File: src/logic/scrb_pkg.sv
`default_nettype none
package scrb_pkg;
   localparam int CLK_HZ         = 25_000_000;
   localparam int HB_PERIOD_S    = 1;
   localparam int SEC_CYCLES     = CLK_HZ * HB_PERIOD_S;
   localparam int HB_SILENCE_DEF = 2;
   localparam int IDX_LSB        = 2;
   localparam int IDX_MSB        = 17;

   // register indices; byte address is four times the index
   localparam logic [15:0] IDX_EXT_ID   = 16'h9CC9;
   localparam logic [15:0] IDX_EXT_LEN  = 16'h9CCA;
   localparam logic [15:0] IDX_LOCAL    = 16'h9CCB;
   localparam logic [15:0] IDX_SUP_HB   = 16'h9CCC;
   localparam logic [15:0] IDX_HOST_HB  = 16'h9CCD;
   localparam logic [15:0] IDX_FLT_CLR  = 16'h9CCE;
   localparam logic [15:0] IDX_OP_CMD   = 16'h9CCF;
   localparam logic [15:0] IDX_CTRL_ID  = 16'h9CD3;
   localparam logic [15:0] IDX_CTRL_LEN = 16'h9CD4;
   localparam logic [15:0] IDX_MODE     = 16'h9CD5;
   localparam logic [15:0] IDX_AC_RATE  = 16'h9CD6;
   localparam logic [15:0] IDX_V_SET    = 16'h9CD7;
   localparam logic [15:0] IDX_V_UPPER  = 16'h9CD8;
   localparam logic [15:0] IDX_V_LOWER  = 16'h9CD9;
   localparam logic [15:0] IDX_V_BOOT   = 16'h9CDA;
   localparam logic [15:0] IDX_V_SLEW   = 16'h9CDB;
   localparam logic [15:0] IDX_DROOP    = 16'h9CDC;
   localparam logic [15:0] IDX_I_SET    = 16'h9CDD;
   localparam logic [15:0] IDX_I_MAX    = 16'h9CDE;
   localparam logic [15:0] IDX_I_MIN    = 16'h9CDF;

   localparam logic [15:0] EXT_LENGTH   = 16'h0008;
   localparam logic [15:0] CTRL_LENGTH  = 16'h0028;
   localparam logic [15:0] AC_RATING    = 16'h0FA0;
   localparam logic [15:0] V_MAX        = 16'h2008;
   localparam logic [15:0] V_UPPER_RST  = 16'h2008;
   localparam logic [15:0] V_LOWER_RST  = 16'h0000;
   localparam logic [15:0] V_BOOT_RST   = 16'h1770;
   localparam logic [15:0] V_SET_RST    = 16'h0000;
   localparam logic [15:0] SLEW_RST     = 16'h2710;
   localparam logic [15:0] SLEW_MIN     = 16'h0001;
   localparam logic [15:0] SLEW_MAX     = 16'h4E20;
   localparam logic [15:0] DROOP_RST    = 16'h00FA;
   localparam logic [15:0] DROOP_MAX    = 16'h1388;
   localparam logic [15:0] HB_RST       = 16'h0000;
   localparam logic [15:0] MODE_MAX     = 16'h0002;
   localparam logic [15:0] FLT_CLR_VAL  = 16'h0001;
   localparam logic [15:0] OP_CONNECT   = 16'h0001;
   localparam logic [15:0] OP_DISCON    = 16'h0002;
   localparam logic [15:0] OP_STANDBY   = 16'h0003;
   localparam logic [15:0] OP_RUN       = 16'h0004;
   localparam logic signed [15:0] I_LIM_HI  = 16'sh02EE;
   localparam logic signed [15:0] I_LIM_LO  = 16'shFD12;
   localparam logic signed [15:0] I_SET_RST = 16'sh0000;

   typedef enum logic [1:0] {
      SCRB_MODE_VOLTAGE,
      SCRB_MODE_CURRENT,
      SCRB_MODE_POWER
   } scrb_mode_t;
endpackage
`default_nettype wire

File: src/logic/scrb_tick.sv
`timescale 1ns/10ps
`default_nettype none
module scrb_tick import scrb_pkg::*; #(
   parameter int DIV = SEC_CYCLES
) (
   input  wire logic clk,
   input  wire logic rst_n,
   output logic      tick
);
   // DIV must be at least 2
   localparam int W = $clog2(DIV);

   logic [W-1:0] cnt;
   wire          wrap = (cnt == W'(DIV - 1));

   always_ff @(posedge clk or negedge rst_n) begin
      if (!rst_n) begin
         cnt  <= '0;
         tick <= 1'b0;
      end else begin
         tick <= wrap;
         cnt  <= wrap ? '0 : W'(cnt + 1'b1);
      end
   end
endmodule
`default_nettype wire

File: src/logic/scrb_ramp.sv
`timescale 1ns/10ps
`default_nettype none
module scrb_ramp import scrb_pkg::*; #(
   parameter int RATE_HZ = CLK_HZ
) (
   input  wire logic        clk,
   input  wire logic        rst_n,
   input  wire logic [15:0] target,
   input  wire logic [15:0] rate,
   output logic      [15:0] level
);
   // fractional accumulator: one unit step each time rate sums past the clock rate
   localparam int AW = $clog2(RATE_HZ + 65536) + 1;

   logic [AW-1:0] acc;
   wire  [AW-1:0] sum    = AW'(acc + AW'(rate));
   wire           step   = (sum >= AW'(RATE_HZ));
   wire           moving = (level != target);

   always_ff @(posedge clk or negedge rst_n) begin
      if (!rst_n) begin
         acc   <= '0;
         level <= V_SET_RST;
      end else if (!moving) begin
         acc <= '0;
      end else if (step) begin
         acc   <= AW'(sum - AW'(RATE_HZ));
         level <= (level < target) ? 16'(level + 16'h0001) : 16'(level - 16'h0001);
      end else begin
         acc <= sum;
      end
   end
endmodule
`default_nettype wire

File: src/logic/scrb_bank.sv
// Notes on behaviour
// - headers report eight and forty following registers
// - supply heartbeat increments every second, wrapping
// - missed host heartbeat raises a fault
// - heartbeat timeout armed by first host write
// - writing one clears faults; reads back zero
// - command 1 connects, 2 disconnects contactor
// - command 3 standby, 4 run; self-clears
// - mode 0 voltage, 1 current, 2 power
// - AC power rating reads 4000
// - upper voltage limit 0..8200, default 8200
// - lower voltage limit 0..8200, default 0
// - setpoint loads power-on default after reset
// - setpoint changes ramp at slew rate
// - droop 0..5000 mohm, zero disables droop
// - current setpoint bounded by current limits
//
// The implementer's own choice: the APB register port.
`timescale 1ns/10ps
`default_nettype none
module scrb_bank import scrb_pkg::*; #(
   parameter int          TICK_CYCLES   = SEC_CYCLES,
   parameter int          HB_SILENCE    = HB_SILENCE_DEF,
   parameter logic [15:0] EXT_MODEL_ID  = 16'hA5C1, // arbitrary value
   parameter logic [15:0] CTRL_MODEL_ID = 16'hA5C2  // arbitrary value
) (
   input  wire logic                 pclk,
   input  wire logic                 presetn,
   input  wire logic                 psel,
   input  wire logic                 penable,
   input  wire logic                 pwrite,
   input  wire logic [IDX_MSB:0]     paddr,
   input  wire logic [31:0]          pwdata,
   output logic      [31:0]          prdata,
   output logic                      pready,
   output logic                      pslverr,
   input  wire logic                 local_panel_pin,
   output logic                      heartbeat_fault,
   output logic                      fault_clear_pulse,
   output logic                      connect_req,
   output logic                      disconnect_req,
   output logic                      standby_req,
   output logic                      run_req,
   output scrb_mode_t                regulation_mode,
   output logic      [15:0]          voltage_target,
   output logic      [15:0]          droop_resistance_mohm,
   output logic                      droop_enable,
   output logic signed [15:0]        current_target
);
   localparam int SW = $clog2(HB_SILENCE + 1);

   logic              loc_meta;
   logic              loc_sync;
   logic              tick;
   logic              err_q;
   logic              boot_pending;
   logic              hb_armed;
   logic [SW-1:0]     hb_silence;
   logic [15:0]       hb_supply;
   logic [15:0]       hb_host;
   logic [15:0]       v_set;
   logic [15:0]       v_upper;
   logic [15:0]       v_lower;
   logic [15:0]       v_boot;
   logic [15:0]       v_slew;
   logic signed [15:0] i_max;
   logic signed [15:0] i_min;

   // ---------------- APB decode ----------------
   wire [15:0]        idx     = paddr[IDX_MSB:IDX_LSB];
   wire [15:0]        wd      = pwdata[15:0];
   wire signed [15:0] wds     = pwdata[15:0];
   wire               setup   = psel & ~penable;
   wire               wr_fire = psel & penable & pwrite & ~err_q;
   wire               mapped  = (idx >= IDX_EXT_ID && idx <= IDX_OP_CMD) ||
                                (idx >= IDX_CTRL_ID && idx <= IDX_I_MIN);

   wire we_hb    = wr_fire & (idx == IDX_HOST_HB);
   wire we_flt   = wr_fire & (idx == IDX_FLT_CLR);
   wire we_op    = wr_fire & (idx == IDX_OP_CMD);
   wire we_mode  = wr_fire & (idx == IDX_MODE);
   wire we_vset  = wr_fire & (idx == IDX_V_SET);
   wire we_vup   = wr_fire & (idx == IDX_V_UPPER);
   wire we_vlo   = wr_fire & (idx == IDX_V_LOWER);
   wire we_vboot = wr_fire & (idx == IDX_V_BOOT);
   wire we_slew  = wr_fire & (idx == IDX_V_SLEW);
   wire we_droop = wr_fire & (idx == IDX_DROOP);
   wire we_iset  = wr_fire & (idx == IDX_I_SET);
   wire we_imax  = wr_fire & (idx == IDX_I_MAX);
   wire we_imin  = wr_fire & (idx == IDX_I_MIN);

   // limits may not cross each other or the live setpoints, so a setpoint
   // already accepted never ends up outside its window; a setup in the boot
   // cycle is judged against the default that is about to load
   wire [15:0] v_set_eff = boot_pending ? v_boot : v_set;
   wire wr_ok =
      (idx == IDX_HOST_HB) ? 1'b1 :
      (idx == IDX_FLT_CLR) ? (wd <= FLT_CLR_VAL) :
      (idx == IDX_OP_CMD)  ? (wd <= OP_RUN) :
      (idx == IDX_MODE)    ? (wd <= MODE_MAX) :
      (idx == IDX_V_SET)   ? (wd <= v_upper && wd >= v_lower) :
      (idx == IDX_V_UPPER) ? (wd <= V_MAX && wd >= v_lower && wd >= v_set_eff) :
      (idx == IDX_V_LOWER) ? (wd <= v_upper && wd <= v_set_eff) :
      (idx == IDX_V_BOOT)  ? (wd <= V_MAX) :
      (idx == IDX_V_SLEW)  ? (wd >= SLEW_MIN && wd <= SLEW_MAX) :
      (idx == IDX_DROOP)   ? (wd <= DROOP_MAX) :
      (idx == IDX_I_SET)   ? (wds <= i_max && wds >= i_min) :
      (idx == IDX_I_MAX)   ? (wds <= I_LIM_HI && wds >= i_min && wds >= current_target) :
      (idx == IDX_I_MIN)   ? (wds >= I_LIM_LO && wds <= i_max && wds <= current_target) :
      1'b0;

   // command registers clear themselves, so they always read as zero
   wire [15:0] rd_val =
      (idx == IDX_EXT_ID)   ? EXT_MODEL_ID :
      (idx == IDX_EXT_LEN)  ? EXT_LENGTH :
      (idx == IDX_LOCAL)    ? 16'(loc_sync) :
      (idx == IDX_SUP_HB)   ? hb_supply :
      (idx == IDX_HOST_HB)  ? hb_host :
      (idx == IDX_CTRL_ID)  ? CTRL_MODEL_ID :
      (idx == IDX_CTRL_LEN) ? CTRL_LENGTH :
      (idx == IDX_MODE)     ? 16'(regulation_mode) :
      (idx == IDX_AC_RATE)  ? AC_RATING :
      (idx == IDX_V_SET)    ? v_set :
      (idx == IDX_V_UPPER)  ? v_upper :
      (idx == IDX_V_LOWER)  ? v_lower :
      (idx == IDX_V_BOOT)   ? v_boot :
      (idx == IDX_V_SLEW)   ? v_slew :
      (idx == IDX_DROOP)    ? droop_resistance_mohm :
      (idx == IDX_I_SET)    ? current_target :
      (idx == IDX_I_MAX)    ? i_max :
      (idx == IDX_I_MIN)    ? i_min :
      16'h0000;

   // zero wait states; answer captured in the setup cycle
   assign pready  = 1'b1;
   assign pslverr = psel & penable & err_q;

   always_ff @(posedge pclk or negedge presetn) begin
      if (!presetn) begin
         prdata <= 32'h0000_0000;
         err_q  <= 1'b0;
      end else if (setup) begin
         prdata <= {16'h0000, rd_val};
         err_q  <= pwrite ? ~(mapped & wr_ok) : ~mapped;
      end
   end

   // ---------------- local panel pin ----------------
   always_ff @(posedge pclk or negedge presetn) begin
      if (!presetn) begin
         loc_meta <= 1'b0;
         loc_sync <= 1'b0;
      end else begin
         loc_meta <= local_panel_pin;
         loc_sync <= loc_meta;
      end
   end

   // ---------------- heartbeats ----------------
   scrb_tick #(
      .DIV (TICK_CYCLES)
   ) u_tick (
      .clk   (pclk),
      .rst_n (presetn),
      .tick  (tick)
   );

   // once armed, a beat only counts if it steps the value by one or restarts at zero
   wire hb_valid = we_hb & (~hb_armed | wd == 16'(hb_host + 16'h0001) | wd == HB_RST);
   wire flt_clr  = we_flt & (wd == FLT_CLR_VAL);
   wire hb_set   = tick & hb_armed & ~hb_valid & (hb_silence == SW'(HB_SILENCE - 1));

   always_ff @(posedge pclk or negedge presetn) begin
      if (!presetn) begin
         hb_supply <= HB_RST;
      end else if (tick) begin
         hb_supply <= 16'(hb_supply + 16'h0001);
      end
   end

   always_ff @(posedge pclk or negedge presetn) begin
      if (!presetn) begin
         hb_host  <= HB_RST;
         hb_armed <= 1'b0;
      end else if (we_hb) begin
         hb_host  <= wd;
         hb_armed <= 1'b1;
      end
   end

   always_ff @(posedge pclk or negedge presetn) begin
      if (!presetn) begin
         hb_silence <= '0;
      end else if (hb_valid || flt_clr) begin
         hb_silence <= '0;
      end else if (tick && hb_armed && hb_silence != SW'(HB_SILENCE)) begin
         hb_silence <= SW'(hb_silence + 1'b1);
      end
   end

   // a timeout in the same cycle as a clear still latches
   always_ff @(posedge pclk or negedge presetn) begin
      if (!presetn) begin
         heartbeat_fault <= 1'b0;
      end else begin
         heartbeat_fault <= hb_set | (heartbeat_fault & ~flt_clr);
      end
   end

   // ---------------- self-clearing commands ----------------
   always_ff @(posedge pclk or negedge presetn) begin
      if (!presetn) begin
         fault_clear_pulse <= 1'b0;
         connect_req       <= 1'b0;
         disconnect_req    <= 1'b0;
         standby_req       <= 1'b0;
         run_req           <= 1'b0;
      end else begin
         fault_clear_pulse <= flt_clr;
         connect_req       <= we_op & (wd == OP_CONNECT);
         disconnect_req    <= we_op & (wd == OP_DISCON);
         standby_req       <= we_op & (wd == OP_STANDBY);
         run_req           <= we_op & (wd == OP_RUN);
      end
   end

   // ---------------- configuration ----------------
   always_ff @(posedge pclk or negedge presetn) begin
      if (!presetn) begin
         regulation_mode <= SCRB_MODE_VOLTAGE;
      end else if (we_mode) begin
         regulation_mode <= scrb_mode_t'(wd[1:0]);
      end
   end

   always_ff @(posedge pclk or negedge presetn) begin
      if (!presetn) begin
         v_upper <= V_UPPER_RST;
         v_lower <= V_LOWER_RST;
         v_boot  <= V_BOOT_RST;
         v_slew  <= SLEW_RST;
      end else begin
         if (we_vup)   v_upper <= wd;
         if (we_vlo)   v_lower <= wd;
         if (we_vboot) v_boot  <= wd;
         if (we_slew)  v_slew  <= wd;
      end
   end

   // the setpoint takes the stored power-on default one cycle after release
   always_ff @(posedge pclk or negedge presetn) begin
      if (!presetn) begin
         boot_pending <= 1'b1;
         v_set        <= V_SET_RST;
      end else begin
         boot_pending <= 1'b0;
         if (boot_pending) begin
            v_set <= v_boot;
         end else if (we_vset) begin
            v_set <= wd;
         end
      end
   end

   always_ff @(posedge pclk or negedge presetn) begin
      if (!presetn) begin
         droop_resistance_mohm <= DROOP_RST;
         droop_enable          <= 1'b1;
      end else if (we_droop) begin
         droop_resistance_mohm <= wd;
         droop_enable          <= (wd != 16'h0000);
      end
   end

   always_ff @(posedge pclk or negedge presetn) begin
      if (!presetn) begin
         current_target <= I_SET_RST;
         i_max          <= I_LIM_HI;
         i_min          <= I_LIM_LO;
      end else begin
         if (we_iset) current_target <= wds;
         if (we_imax) i_max          <= wds;
         if (we_imin) i_min          <= wds;
      end
   end

   // output limited to one 0.1 V step per 1/slew seconds
   scrb_ramp #(
      .RATE_HZ (CLK_HZ)
   ) u_ramp (
      .clk    (pclk),
      .rst_n  (presetn),
      .target (v_set),
      .rate   (v_slew),
      .level  (voltage_target)
   );
endmodule
`default_nettype wire

File: config.mk
export PLATFORM = sky130hd
export DESIGN_NAME = scrb_bank
export DESIGN_NICKNAME = d
export VERILOG_FILES = /design/src/logic/scrb_pkg.sv /design/src/logic/scrb_tick.sv /design/src/logic/scrb_ramp.sv /design/src/logic/scrb_bank.sv
export SDC_FILE = /design/constraint.sdc
export NUM_CORES = 1
export LEC_CHECK = 0
export BUFFER_PORTS_ARGS = -buffer_cell sky130_fd_sc_hd__buf_2
export CAP_MARGIN = 30
export CELL_PAD_IN_SITES_DETAIL_PLACEMENT = 1
export CELL_PAD_IN_SITES_GLOBAL_PLACEMENT = 1
export CORE_AREA = 2 2 232 165
export CTS_BUF_LIST = sky130_fd_sc_hd__clkbuf_16
export CTS_CLUSTER_SIZE = 10
export DETAILED_ROUTE_END_ITERATION = 10
export DIE_AREA = 0 0 234 167
export MAX_ROUTING_LAYER = met4
export PLACE_DENSITY = 0.82
export SYNTH_ARGS = -nofsm -noshare
export SYNTH_HDL_FRONTEND = slang
export SYNTH_SLANG_ARGS = --single-unit
File: constraint.sdc
create_clock -name pclk -period 6.15 [get_ports pclk]
set_input_delay 0.615 -clock pclk [delete_from_list [all_inputs] [get_ports pclk]]
set_output_delay 0.615 -clock pclk [all_outputs]
set_load 0.05 [all_outputs]
==> results of run 1 <==
area by class of cell:
| type | instances | share of cell area |
|---|---|---|
| Multi-Input combinational cell | 1532 | 0.521 |
| Sequential cell | 276 | 0.337 |
| Clock buffer | 37 | 0.0449 |
| Timing Repair Buffer | 139 | 0.0402 |
| Tap cell | 488 | 0.0296 |
| Inverter | 123 | 0.0224 |
| Clock inverter | 24 | 0.00455 |
| Antenna cell | 2 | 0.000243 |
per-layer routing:
metal,vias up,global-route usage
met5,-,-
met4,0,0.0911
met3,124,0.0704
met2,681,0.521
met1,8634,0.492
li1,7471,-
cell usage in the layout (no fill, tap or decap), types with 10 or more instances in the layout:
cell,Yosys,routed
sky130_fd_sc_hd__a211oi_1,12,12
sky130_fd_sc_hd__a21o_1,32,32
sky130_fd_sc_hd__a21oi_1,78,78
sky130_fd_sc_hd__a221oi_1,13,13
sky130_fd_sc_hd__a22oi_1,22,22
sky130_fd_sc_hd__a31oi_1,20,20
sky130_fd_sc_hd__and2_1,14,14
sky130_fd_sc_hd__and3_1,19,19
sky130_fd_sc_hd__buf_2,10,110
sky130_fd_sc_hd__buf_4,17,21
sky130_fd_sc_hd__clkbuf_16,0,37
sky130_fd_sc_hd__conb_1,2,18
sky130_fd_sc_hd__dfrtp_1,238,238
sky130_fd_sc_hd__dfstp_2,38,38
sky130_fd_sc_hd__ha_1,149,149
sky130_fd_sc_hd__inv_1,123,139
sky130_fd_sc_hd__mux2_2,77,77
sky130_fd_sc_hd__mux2i_1,31,31
sky130_fd_sc_hd__mux4_2,11,11
sky130_fd_sc_hd__nand2_1,238,238
sky130_fd_sc_hd__nand2b_1,18,18
sky130_fd_sc_hd__nand3_1,54,54
sky130_fd_sc_hd__nand4_1,47,47
sky130_fd_sc_hd__nor2_1,114,111
sky130_fd_sc_hd__nor2b_1,19,19
sky130_fd_sc_hd__nor3_1,46,43
sky130_fd_sc_hd__nor4_1,12,10
sky130_fd_sc_hd__o2111ai_1,10,10
sky130_fd_sc_hd__o21a_1,38,38
sky130_fd_sc_hd__o21ai_0,174,174
sky130_fd_sc_hd__o22ai_1,11,11
sky130_fd_sc_hd__or3_1,13,13
sky130_fd_sc_hd__xnor2_1,65,65
sky130_fd_sc_hd__xor2_1,29,29
what timing repair did:
item,CTS,global route
setup endpoints to repair,0,0
hold buffers,1,0
hold endpoints to repair,39,0
logic make-up (layout without fill, tap and decap cells):
logic type,after synthesis,after routing
AOI/OAI and AO/OA,503,503
xor gates and xnor gates,95,95
muxes,125,125
adders and majority gates,151,151
buffers and inverters,249,323
and+or+nand+nor,640,640
other,2,20
DFF,276,276
worst paths after layout:
kind	end	from	cells after the start	slack [ns]
min	loc_meta$_DFF_PN0_	local_panel_pin	1	0.20
max	u_ramp.level[10]$_DFFE_PN0P_	v_slew[0]$_DFFE_PN0P_	17	1.37
max reg2reg	u_ramp.level[10]$_DFFE_PN0P_	v_slew[0]$_DFFE_PN0P_	17	1.37
min in group asynchronous	u_tick.cnt[7]$_DFF_PN0_	presetn	2	0.57
max in group asynchronous	i_max[15]$_DFFE_PN0P_	presetn	3	4.26
min reg2reg	loc_sync$_DFF_PN0_	loc_meta$_DFF_PN0_	0	0.35
state kept, by name (all words and copies together), names as in the netlist, 2 cells and up:
register / flops
current_target: 16
droop_resistance_mohm: 16
hb_host: 16
hb_silence: 2
hb_supply: 16
i_max: 16
i_min: 16
prdata: 16
regulation_mode: 2
u_ramp.acc: 26
u_ramp.level: 16
u_tick.cnt: 25
v_boot: 16
v_lower: 16
v_set: 16
v_slew: 16
v_upper: 16
through the flow:
stage	area [um^2]	utilization	hold WS (ns)
floorplan	18700	-	0.319
finish	20600	0.560	0.202
global route	20600	0.560	0.198
global placement	19500	0.529	0.344
CTS	20600	0.559	0.195
detailed placement	19600	0.531	0.341
where the power goes:
part,switching (mW),internal [mW],total (mW)
clock,0.834,1.08,1.91
sequential,0.00948,1.82,1.83
combinational,0.236,0.0724,0.308
==> flow_metrics.py, run 1 <==
metrics = {
    "timing": {
        "final_min_period_over_clock_period": 0.777,
        "timing.final.setup_violations": 0,
        "report.final.slew_viol_count": 0,
        "post-route-worst-setup-slack_ns": 1.37,
        "hold_viol": 0,
        "final_layout_setup_total_negative_slack_ns": 0,
        "achievable-frequency_mhz": 209,
        "fin_worst_skew_ns": 0.0141,
        "final_period_minus_worst_setup_slack_ns": 4.78,
        "grt_setup_unrepaired": "false",
        "timing.slew.headroom": 0.273,
        "worst_pin_slew_ns": 1.09,
    },
    "hold_path": {
        "hold_path_class": "in2reg",
    },
    "finish": {
        "multi_input_comb_area_mm2": 0.0107,
        "layout.filler_cells": 4237,
        "drive_gt1_frac": 0.164,
        "register_area_mm2": 0.00695,
        "final_net_count": 2314,
        "layout.cells.non_filler": 2621,
        "area.growth.synth_to_final_pct": 10.7,
    },
    "pwr": {
        "irDropWorstVdd_mv": 0.197,
        "total_leakage_power_nw": 9.71,
        "power_density_normalized_to_cell_area_mw_per_mm2": 197,
        "report.power.total_mw": 4.05,
    },
    "synthesis": {
        "synth_compound_gate_area_share": 0.175,
        "number_of_flip_flops_and_latches_in_the_synthesized_netlist": 276,
        "async_set_or_reset_register_ratio_after_synthesis": 1.00,
        "synth_simple_gate_area_frac": 0.167,
        "ys_warn_count": 0,
        "synth_top_family_by_area": "compound AO/OA/AOI/OAI gates",
        "post_synth.cell_area_avg_um2": 9.12,
        "postSynthCellCount": 2041,
        "yosys.area_share.xor_xnor": 0.0451,
        "synth_top_area_share": 0.320,
        "synth.area.mux_share": 0.0814,
        "syn-cell-area_mm2": 0.0186,
        "synth-seq-area-share": 0.373,
        "most_used_standard_cells_in_the_synthesized_netlist": "sky130_fd_sc_hd__dfrtp_1, sky130_fd_sc_hd__nand2_1, sky130_fd_sc_hd__o21ai_0, sky130_fd_sc_hd__ha_1, sky130_fd_sc_hd__inv_1",
        "synth_adder_area_share": 0.102,
        "ys_top_cells_by_area": "sky130_fd_sc_hd__dfrtp_1, sky130_fd_sc_hd__ha_1, sky130_fd_sc_hd__dfstp_2",
        "post-synth-top-area-cell": "sky130_fd_sc_hd__dfrtp_1",
        "synth_unique_cells": 91,
        "dominantRegCellSynth": "sky130_fd_sc_hd__dfrtp_1",
        "number_of_enable_type_register_cells_in_the_synthesized_netlist": 0,
    },
    "flow_run": {
        "cap_violations": 0,
    },
    "worst_setup_path": {
        "crit_top_cell": "sky130_fd_sc_hd__ha_1",
        "timing_worst_setup_path_type": "reg2reg",
        "worstSetupStartpointType": "flop",
        "required_ns": 6.56,
        "cp_data_arrival_time_ns": 5.19,
        "worstPathCellList": "ha_1, inv_1, fa_1, nand2b_1, a21oi_1, a211oi_1, xnor2_1, ha_1, nand2_1, nor3_1, nand4_1, a2111oi_0, a211oi_2, o311ai_2, a311o_2, nand2_4, mux2_4",
        "path_buf_inv": 1,
        "critPathMaxFanout": 23,
        "timing.critical_path.to_type": "flop",
        "cpPeakStageDelay_ns": 0.61,
        "critPathSlowestCell": "sky130_fd_sc_hd__a311o_2",
        "critical-path-top-delay-family": "compound AO/OA/AOI/OAI gates",
    },
    "global_routing": {
        "via_count_of_the_first_global_routing_pass": 17500,
        "global_route_congestion_overflow_total": 0,
        "grt_pass1_wl_um": 103000,
        "grt_util_all_layers": 0.352,
        "grt_max_degree": 170,
        "number_of_antenna_violations_at_the_first_check_in_global_routing": 2,
    },
    "floorplan": {
        "fp.dieW_um": 234,
        "placement_rows": 59,
        "initial_utilization": 0.506,
        "core-area_mm2": 0.0368,
        "dieArea_mm2": 0.0391,
        "io-pin-count": 147,
        "chipHeight_um": 167,
    },
    "placement": {
        "pre_cts_slack_ns": 1.43,
        "count_of_buffers_inserted_at_the_top_level_ports": 111,
        "gp_congestion": 1.07,
        "place.detailed.hpwl_um": 47200,
        "placedCellCount": 2555,
    },
    "route": {
        "drt-wirelength-per-cell_um": 25.2,
        "count_of_antenna_violating_nets_left_after_detailed_routing": 0,
        "routed.top_layer": "met4",
        "drc": 0,
        "met3_wirelength_um": 5580,
        "first_iter_violations": 1668,
        "drt_pre_antenna_iters": 7,
        "route.final.wire_length_um": 66200,
        "metal2_wl_um": 29300,
        "vias_per_cell": 6.45,
        "detailroute.via_count": 16900,
        "m1WireLength_um": 29600,
    },
    "cts": {
        "setup_buffers_after_cts": 0,
        "clock_root_buffer_master": "sky130_fd_sc_hd__clkbuf_16",
        "cts_tree": "yes",
        "cts_made_buffers": 35,
        "cts_sinks": 276,
        "clk_transition_reported_paths_ns": 0.06,
        "h_tree_level_count": 2,
        "worstSkewPairLatency_ns": 0.53,
        "clock_path_buffers": 3,
        "cts_resized": 0,
    },
    "outcome": {
        "status": "complete, no violations",
    },
}
(Power assumes the default switching activity.)
==> run 2: changes to the inputs <==
--- a/config.mk
+++ b/config.mk
@@ -5,17 +5,18 @@
 export SDC_FILE = /design/constraint.sdc
 export NUM_CORES = 1
 export LEC_CHECK = 0
+export ABC_AREA = 1
 export BUFFER_PORTS_ARGS = -buffer_cell sky130_fd_sc_hd__buf_2
 export CAP_MARGIN = 30
 export CELL_PAD_IN_SITES_DETAIL_PLACEMENT = 1
 export CELL_PAD_IN_SITES_GLOBAL_PLACEMENT = 1
-export CORE_AREA = 2 2 232 165
+export CORE_AREA = 2 2 260 185
 export CTS_BUF_LIST = sky130_fd_sc_hd__clkbuf_16
 export CTS_CLUSTER_SIZE = 10
 export DETAILED_ROUTE_END_ITERATION = 10
-export DIE_AREA = 0 0 234 167
+export DIE_AREA = 0 0 262 187
 export MAX_ROUTING_LAYER = met4
-export PLACE_DENSITY = 0.82
+export PLACE_DENSITY = 0.73
 export SYNTH_ARGS = -nofsm -noshare
 export SYNTH_HDL_FRONTEND = slang
 export SYNTH_SLANG_ARGS = --single-unit
==> constraint.sdc (replaced) <==
create_clock -name pclk -period 4.2 [get_ports pclk]
set_input_delay 0.42 -clock pclk [delete_from_list [all_inputs] [get_ports pclk]]
set_output_delay 0.42 -clock pclk [all_outputs]
set_load 0.05 [all_outputs]
==> run 2 against run 1 <==
Sequential share of layout area down 1.1 points; combinational power up 54%; highest routed layer unchanged; critical endpoint is now u_ramp.level[12]$_DFFE_PN0P_; clock skew up 0.0046 ns; non-clock buffer count up 13.
==> flow_metrics.py, run 2 <==
metrics = {
    "synthesis": {
        "post-synth-top-area-cell": "sky130_fd_sc_hd__dfrtp_1",
        "number_of_enable_type_register_cells_in_the_synthesized_netlist": 0,
        "ys_top_cells_by_area": "sky130_fd_sc_hd__dfrtp_1, sky130_fd_sc_hd__nand2_1, sky130_fd_sc_hd__ha_1",
        "synth-seq-area-share": 0.368,
        "async_set_or_reset_register_ratio_after_synthesis": 1.00,
        "synth_unique_cells": 56,
        "post_synth.cell_area_avg_um2": 7.42,
        "syn-cell-area_mm2": 0.0189,
        "yosys.cell_count.top_type": "sky130_fd_sc_hd__nand2_1",
        "ys_warn_count": 0,
        "number_of_flip_flops_and_latches_in_the_synthesized_netlist": 276,
        "postSynthCellCount": 2545,
        "most_used_standard_cells_in_the_synthesized_netlist": "sky130_fd_sc_hd__nand2_1, sky130_fd_sc_hd__inv_1, sky130_fd_sc_hd__dfrtp_1, sky130_fd_sc_hd__o21ai_0, sky130_fd_sc_hd__nor2_1",
        "synth_top_area_share": 0.315,
        "dominantRegCellSynth": "sky130_fd_sc_hd__dfrtp_1",
    },
    "timing": {
        "achievable-frequency_mhz": 258,
        "hold_viol": 0,
        "whs_ns": 0.198,
        "worst_pin_slew_ns": 1.04,
        "fin_worst_skew_ns": 0.0187,
        "final_period_minus_worst_setup_slack_ns": 3.88,
        "timing.slew.headroom": 0.307,
        "report.final.slew_viol_count": 0,
        "final_min_period_over_clock_period": 0.924,
        "timing.final.setup_violations": 0,
    },
    "cts": {
        "h_tree_level_count": 2,
        "setup_buffers_after_cts": 0,
        "cts_made_buffers": 35,
        "worstSkewPairLatency_ns": 0.56,
        "cts_sinks": 276,
        "clock_path_buffers": 3,
        "clk_transition_reported_paths_ns": 0.06,
        "clock_root_buffer_master": "sky130_fd_sc_hd__clkbuf_16",
        "cts_tree": "yes",
    },
    "placement": {
        "post_dp_cell_area_mm2": 0.0202,
        "gp_congestion": 0.950,
        "count_of_buffers_inserted_at_the_top_level_ports": 111,
        "place.detailed.hpwl_um": 55400,
    },
    "floorplan": {
        "placement_rows": 67,
        "io-pin-count": 147,
        "fp.dieW_um": 262,
        "initial_utilization": 0.403,
        "core-area_mm2": 0.0469,
        "dieArea_mm2": 0.0490,
        "chipHeight_um": 187,
    },
    "outcome": {
        "status": "complete, no violations",
    },
    "global_routing": {
        "grt_max_degree": 130,
        "via_count_of_the_first_global_routing_pass": 19100,
        "global_route_congestion_overflow_total": 0,
        "grt_pass1_wl_um": 113000,
        "number_of_antenna_violations_at_the_first_check_in_global_routing": 5,
        "grtUsageMet3": 0.0633,
        "grt-busiest-layer": "met1",
        "globalRouteMet1Util": 0.443,
        "grt_util_all_layers": 0.309,
        "met2_usage": 0.442,
    },
    "finish": {
        "drive_gt1_frac": 0.0987,
        "postLayoutCoreUtil": 0.454,
        "final_common_cell": "sky130_fd_sc_hd__nand2_1",
        "reg_top3": "u_ramp.acc x26, u_tick.cnt x25",
        "largest_register_ffs": 26,
        "area.growth.synth_to_final_pct": 12.8,
        "most-common-layout-cells": "sky130_fd_sc_hd__nand2_1, sky130_fd_sc_hd__inv_1, sky130_fd_sc_hd__dfrtp_1",
        "stdcell_area_mm2": 0.0213,
        "final_net_count": 2871,
        "largest_register": "u_ramp.acc",
    },
    "worst_setup_path": {
        "critPathMaxFanout": 29,
        "timing.critical_path.to_type": "flop",
        "critPathSlowestCell": "sky130_fd_sc_hd__fa_1",
        "cpPeakStageDelay_ns": 0.40,
        "required_ns": 4.61,
        "worstPathCellList": "ha_1, inv_1, fa_1, nand3b_1, nand2_1, a21oi_4, o21ai_2, nand2_1, nand2_2, xor2_1, nand2_1, nor3_2, nand3b_4, nand3_4, nand2_2, nand2_1, o21ai_2",
        "worstSetupStartpointType": "flop",
        "cp_data_arrival_time_ns": 4.29,
        "crit_top_cell": "sky130_fd_sc_hd__nand2_1",
        "timing_worst_setup_path_type": "reg2reg",
    },
    "pwr": {
        "total_leakage_power_nw": 10.3,
        "irDropWorstVdd_mv": 0.288,
        "power_density_normalized_to_cell_area_mw_per_mm2": 281,
    },
    "route": {
        "count_of_antenna_violating_nets_left_after_detailed_routing": 0,
        "route.final.wire_length_um": 73000,
        "drt-wirelength-per-cell_um": 22.1,
        "vias_per_cell": 5.65,
        "drc": 0,
        "detailroute.via_count": 18700,
        "drt_pre_antenna_iters": 6,
        "first_iter_violations": 1574,
    },
    "hold_path": {
        "hold_path_class": "in2reg",
    },
    "flow_run": {
        "cap_violations": 0,
    },
}
==> run 2: changes by cell type after synthesis, moves of 22 or more <==
cell                       before  now
sky130_fd_sc_hd__mux2_2        77    0
sky130_fd_sc_hd__inv_1        123  311
sky130_fd_sc_hd__nand4_1       47   74
sky130_fd_sc_hd__xor2_1        29   61
sky130_fd_sc_hd__nor2_1       114  195
sky130_fd_sc_hd__xnor2_1       65   25
sky130_fd_sc_hd__a22oi_1       22    0
sky130_fd_sc_hd__nand3_1       54  129
sky130_fd_sc_hd__a21o_1        32    5
sky130_fd_sc_hd__o21ai_0      174  206
sky130_fd_sc_hd__nand2_1      238  649
sky130_fd_sc_hd__a21oi_1       78  139
sky130_fd_sc_hd__mux2i_1       31    0
sky130_fd_sc_hd__clkbuf_1      89   63
==> run 2: power breakdown <==
group / switching (mW) / internal (mW) / total, mW / leakage [nW]
clock network: 1.21 / 1.63 / 2.84 / 0.568
registers: 0.00850 / 2.67 / 2.68 / 3.67
logic: 0.365 / 0.108 / 0.474 / 6.02
total: 1.58 / 4.41 / 5.99 / 10.3
==> run 2: path summary, 6_finish.rpt <==
kind / start / endpoint / slack (ns) / depth (start not counted)
max in group asynchronous: presetn / u_ramp.acc[2]$_DFF_PN0_ / 2.59 / 3
worst min register to register: loc_meta$_DFF_PN0_ / loc_sync$_DFF_PN0_ / 0.36 / 0
min in group asynchronous: presetn / u_ramp.level[8]$_DFFE_PN0P_ / 0.45 / 2
worst max-delay path: v_slew[0]$_DFFE_PN0P_ / u_ramp.level[12]$_DFFE_PN0P_ / 0.32 / 17
worst min-delay path: pwdata[0] / connect_req$_DFF_PN0_ / 0.20 / 3
worst max register to register: v_slew[0]$_DFFE_PN0P_ / u_ramp.level[12]$_DFFE_PN0P_ / 0.32 / 17
==> run 2: layer usage <==
layer	vias to the layer above	part of all wire
met2	642	0.42
met1	9239	0.47
met4	0	0.026
met5	-	0
li1	8669	-
met3	135	0.084
==> run 2: critical path: cells and delay by family, from the launching register on <==
family | cells | cell delay [ns]
buffers and inverters | 1 | 0.08
AOI/OAI and AO/OA | 3 | 0.44
and+or+nand+nor | 10 | 1.85
xor gates and xnor gates | 1 | 0.36
DFF | 1 | 0.38
adders and majority gates | 2 | 0.60
==> run 2: metrics by stage <==
| stage | worst slack, ns | setup TNS (ns) | power [mW] | instances |
|---|---|---|---|---|
| final | 0.321 | 0 | 5.99 | 3308 |
| after global routing | -0.00490 | -0.00490 | 6.19 | 3308 |
| after CTS | 0.00476 | 0 | 6.04 | 3307 |
| after detailed placement | 0.0288 | 0 | 3.18 | 3246 |
| after global placement | 0.233 | 0 | 3.16 | 3245 |
| after floorplan | 0.375 | 0 | 2.96 | 2561 |
==> run 2: what timing repair did <==
item	CTS	global route
endpoints found under the setup margin	0	3
endpoints found under the hold margin	71	0
hold buffers	2	0
gates resized for setup	0	6
==> run 2: kinds of logic after synthesis <==
group                      Yosys count  share of synthesized area
AOI/OAI and AO/OA                  479                      0.146
xor gates and xnor gates            87                     0.0407
adders and majority gates          151                      0.101
buffers and inverters              403                     0.0845
DFF                                276                      0.368
other                                2                   0.000397
and+or+nand+nor                   1147                      0.259
==> run 2: area by class of cell <==
cell class | instances | area, um^2
fill | 5909 | 25600
multi-input combinational | 1882 | 10400
sequential | 276 | 6950
inverter | 317 | 1190
clock buffer | 37 | 926
timing repair buffer | 152 | 901
tap | 621 | 777
clock inverter | 22 | 111
antenna | 1 | 2.50
==> run 3: changes to the inputs <==
--- a/config.mk
+++ b/config.mk
@@ -10,13 +10,13 @@
 export CAP_MARGIN = 30
 export CELL_PAD_IN_SITES_DETAIL_PLACEMENT = 1
 export CELL_PAD_IN_SITES_GLOBAL_PLACEMENT = 1
-export CORE_AREA = 2 2 260 185
+export CORE_AREA = 2 2 248 177
 export CTS_BUF_LIST = sky130_fd_sc_hd__clkbuf_16
 export CTS_CLUSTER_SIZE = 10
 export DETAILED_ROUTE_END_ITERATION = 10
-export DIE_AREA = 0 0 262 187
+export DIE_AREA = 0 0 250 179
 export MAX_ROUTING_LAYER = met4
-export PLACE_DENSITY = 0.73
+export PLACE_DENSITY = 0.76
 export SYNTH_ARGS = -nofsm -noshare
 export SYNTH_HDL_FRONTEND = slang
 export SYNTH_SLANG_ARGS = --single-unit
==> constraint.sdc (replaced) <==
create_clock -name pclk -period 4.1 [get_ports pclk]
set_input_delay 0.41 -clock pclk [delete_from_list [all_inputs] [get_ports pclk]]
set_output_delay 0.41 -clock pclk [all_outputs]
set_load 0.05 [all_outputs]
==> run 3 against run 2 <==
Via count rose by 1.0%; first-iteration DRC count down 2.2%; setup slack better by 0.013 ns; critical path depth increased by 2; cell count fell by 1.3%.
==> flow_metrics.py, run 3 (synthesis results as in run 2) <==
metrics = {
    "outcome": {
        "status": "complete, no violations",
    },
    "timing": {
        "final_min_period_over_clock_period": 0.919,
        "timing.final.setup_violations": 0,
        "final_period_minus_worst_setup_slack_ns": 3.77,
        "fin_worst_skew_ns": 0.0266,
        "achievable-frequency_mhz": 265,
        "worst_pin_slew_ns": 0.938,
        "grt_setup_unrepaired": "true",
        "hold_viol": 0,
        "timing.slew.headroom": 0.374,
        "post-route-worst-setup-slack_ns": 0.333,
        "report.final.slew_viol_count": 0,
    },
    "route": {
        "detailroute.via_count": 18900,
        "route.final.wire_length_um": 73800,
        "vias_per_cell": 5.78,
        "drc": 0,
        "drt_pre_antenna_iters": 5,
        "first_iter_violations": 1540,
        "drt-wirelength-per-cell_um": 22.6,
        "count_of_antenna_violating_nets_left_after_detailed_routing": 0,
    },
    "placement": {
        "placedCellCount": 3193,
        "pre_cts_slack_ns": 0.0627,
        "count_of_buffers_inserted_at_the_top_level_ports": 111,
        "gp_congestion": 0.968,
        "post_dp_cell_area_mm2": 0.0202,
        "place.detailed.hpwl_um": 55800,
    },
    "pwr": {
        "irDropWorstVdd_mv": 0.276,
        "power_density_normalized_to_cell_area_mw_per_mm2": 291,
        "total_leakage_power_nw": 10.3,
    },
    "worst_setup_path": {
        "cp_data_arrival_time_ns": 4.20,
        "critPathMaxFanout": 9,
        "timing.critical_path.to_type": "flop",
        "required_ns": 4.54,
        "critPathSlowestCell": "sky130_fd_sc_hd__dfrtp_1",
        "timing_worst_setup_path_type": "reg2reg",
        "crit_top_cell": "sky130_fd_sc_hd__nand2_1",
        "cpPeakStageDelay_ns": 0.42,
        "path_buf_inv": 1,
        "worstPathCellList": "ha_1, nand2_1, inv_1, a221oi_1, o221ai_1, nand2_1, nand2_2, ha_1, nand3_1, nand2_1, nand2_1, o211ai_1, a21oi_1, o21ai_1, a21oi_1, o21ai_1, a31oi_1, xor2_1, o21ai_2",
        "critical-path-top-delay-family": "compound AO/OA/AOI/OAI gates",
        "worstSetupStartpointType": "flop",
    },
    "finish": {
        "largest_register": "u_ramp.acc",
        "drive_gt1_frac": 0.103,
        "final_common_cell": "sky130_fd_sc_hd__nand2_1",
        "layout.cells.non_filler": 3264,
        "area.growth.synth_to_final_pct": 13.0,
        "postLayoutCoreUtil": 0.500,
        "stdcell_area_mm2": 0.0214,
        "final_net_count": 2880,
        "largest_register_ffs": 26,
        "most-common-layout-cells": "sky130_fd_sc_hd__nand2_1, sky130_fd_sc_hd__inv_1, sky130_fd_sc_hd__dfrtp_1",
        "reg_top3": "u_ramp.acc x26, u_tick.cnt x25",
    },
    "cts": {
        "setup_buffers_after_cts": 0,
        "cts_tree": "yes",
        "clock_root_buffer_master": "sky130_fd_sc_hd__clkbuf_16",
        "clk_transition_reported_paths_ns": 0.06,
        "h_tree_level_count": 2,
        "clock_path_buffers": 3,
        "worstSkewPairLatency_ns": 0.57,
        "cts_sinks": 276,
        "cts_made_buffers": 36,
    },
    "flow_run": {
        "cap_violations": 0,
    },
    "global_routing": {
        "via_count_of_the_first_global_routing_pass": 18500,
        "grt_max_degree": 109,
        "grt_util_all_layers": 0.337,
        "global_route_congestion_overflow_total": 0,
        "grt_pass1_wl_um": 111000,
        "number_of_antenna_violations_at_the_first_check_in_global_routing": 6,
    },
    "floorplan": {
        "chipHeight_um": 179,
        "core-area_mm2": 0.0428,
        "fp.dieW_um": 250,
        "dieArea_mm2": 0.0448,
        "io-pin-count": 147,
        "placement_rows": 64,
        "initial_utilization": 0.442,
    },
    "hold_path": {
        "hold_path_class": "in2reg",
    },
}
==> run 3: path summary, 6_finish.rpt <==
| kind | startpoint | endpoint | slack (ns) | cells after the start |
|---|---|---|---|---|
| min | pwdata[0] | connect_req$_DFF_PN0_ | 0.23 | 3 |
| max | u_ramp.level[3]$_DFFE_PN0P_ | u_ramp.level[13]$_DFFE_PN0P_ | 0.33 | 19 |
| max in group asynchronous | presetn | hb_host[0]$_DFFE_PN0P_ | 2.46 | 3 |
| max reg2reg | u_ramp.level[3]$_DFFE_PN0P_ | u_ramp.level[13]$_DFFE_PN0P_ | 0.33 | 19 |
| min in group asynchronous | presetn | u_ramp.acc[1]$_DFF_PN0_ | 0.51 | 2 |
| min reg2reg | loc_meta$_DFF_PN0_ | loc_sync$_DFF_PN0_ | 0.35 | 0 |
==> run 3: timing repair <==
| item | in CTS | in global routing |
|---|---|---|
| hold endpoints to repair | 4 | 0 |
| gates resized for setup | 0 | 8 |
| hold buffers | 2 | 0 |
| setup endpoints to repair | 0 | 15 |
==> run 3: area by class of cell <==
cell class,instances,area [um^2]
Antenna cell,3,7.51
Sequential cell,276,6950
Timing Repair Buffer,160,975
Tap cell,561,702
Fill cell,5462,21400
Inverter,317,1190
Clock buffer,36,901
Multi-Input combinational cell,1882,10400
Clock inverter,29,183
==> run 3: through the flow <==
step | hold WS [ns] | TNS (ns) | power, mW
finish | 0.232 | 0 | 6.22
global route | 0.224 | -0.0288 | 6.40
CTS | 0.211 | 0 | 6.25
detailed placement | 0.340 | 0 | 3.27
global placement | 0.338 | 0 | 3.25
floorplan | 0.114 | 0 | 3.03
==> run 3: worst min-delay path, stage by stage <==
cell and delay [ns]:
sky130_fd_sc_hd__buf_2 0.17, sky130_fd_sc_hd__nand2_1 0.09, sky130_fd_sc_hd__nor4_1 0.07
==> run 3: layer usage <==
metal,up-vias,track usage,share of wire
met5,-,-,0
met4,0,0.0933,0.028
met3,144,0.0559,0.088
met2,674,0.499,0.43
met1,9356,0.476,0.46
li1,8703,-,-
==> run 3: report_power, final <==
part	internal (mW)	switching (mW)
clock	1.67	1.32
sequential	2.73	0.00877
combinational	0.111	0.381
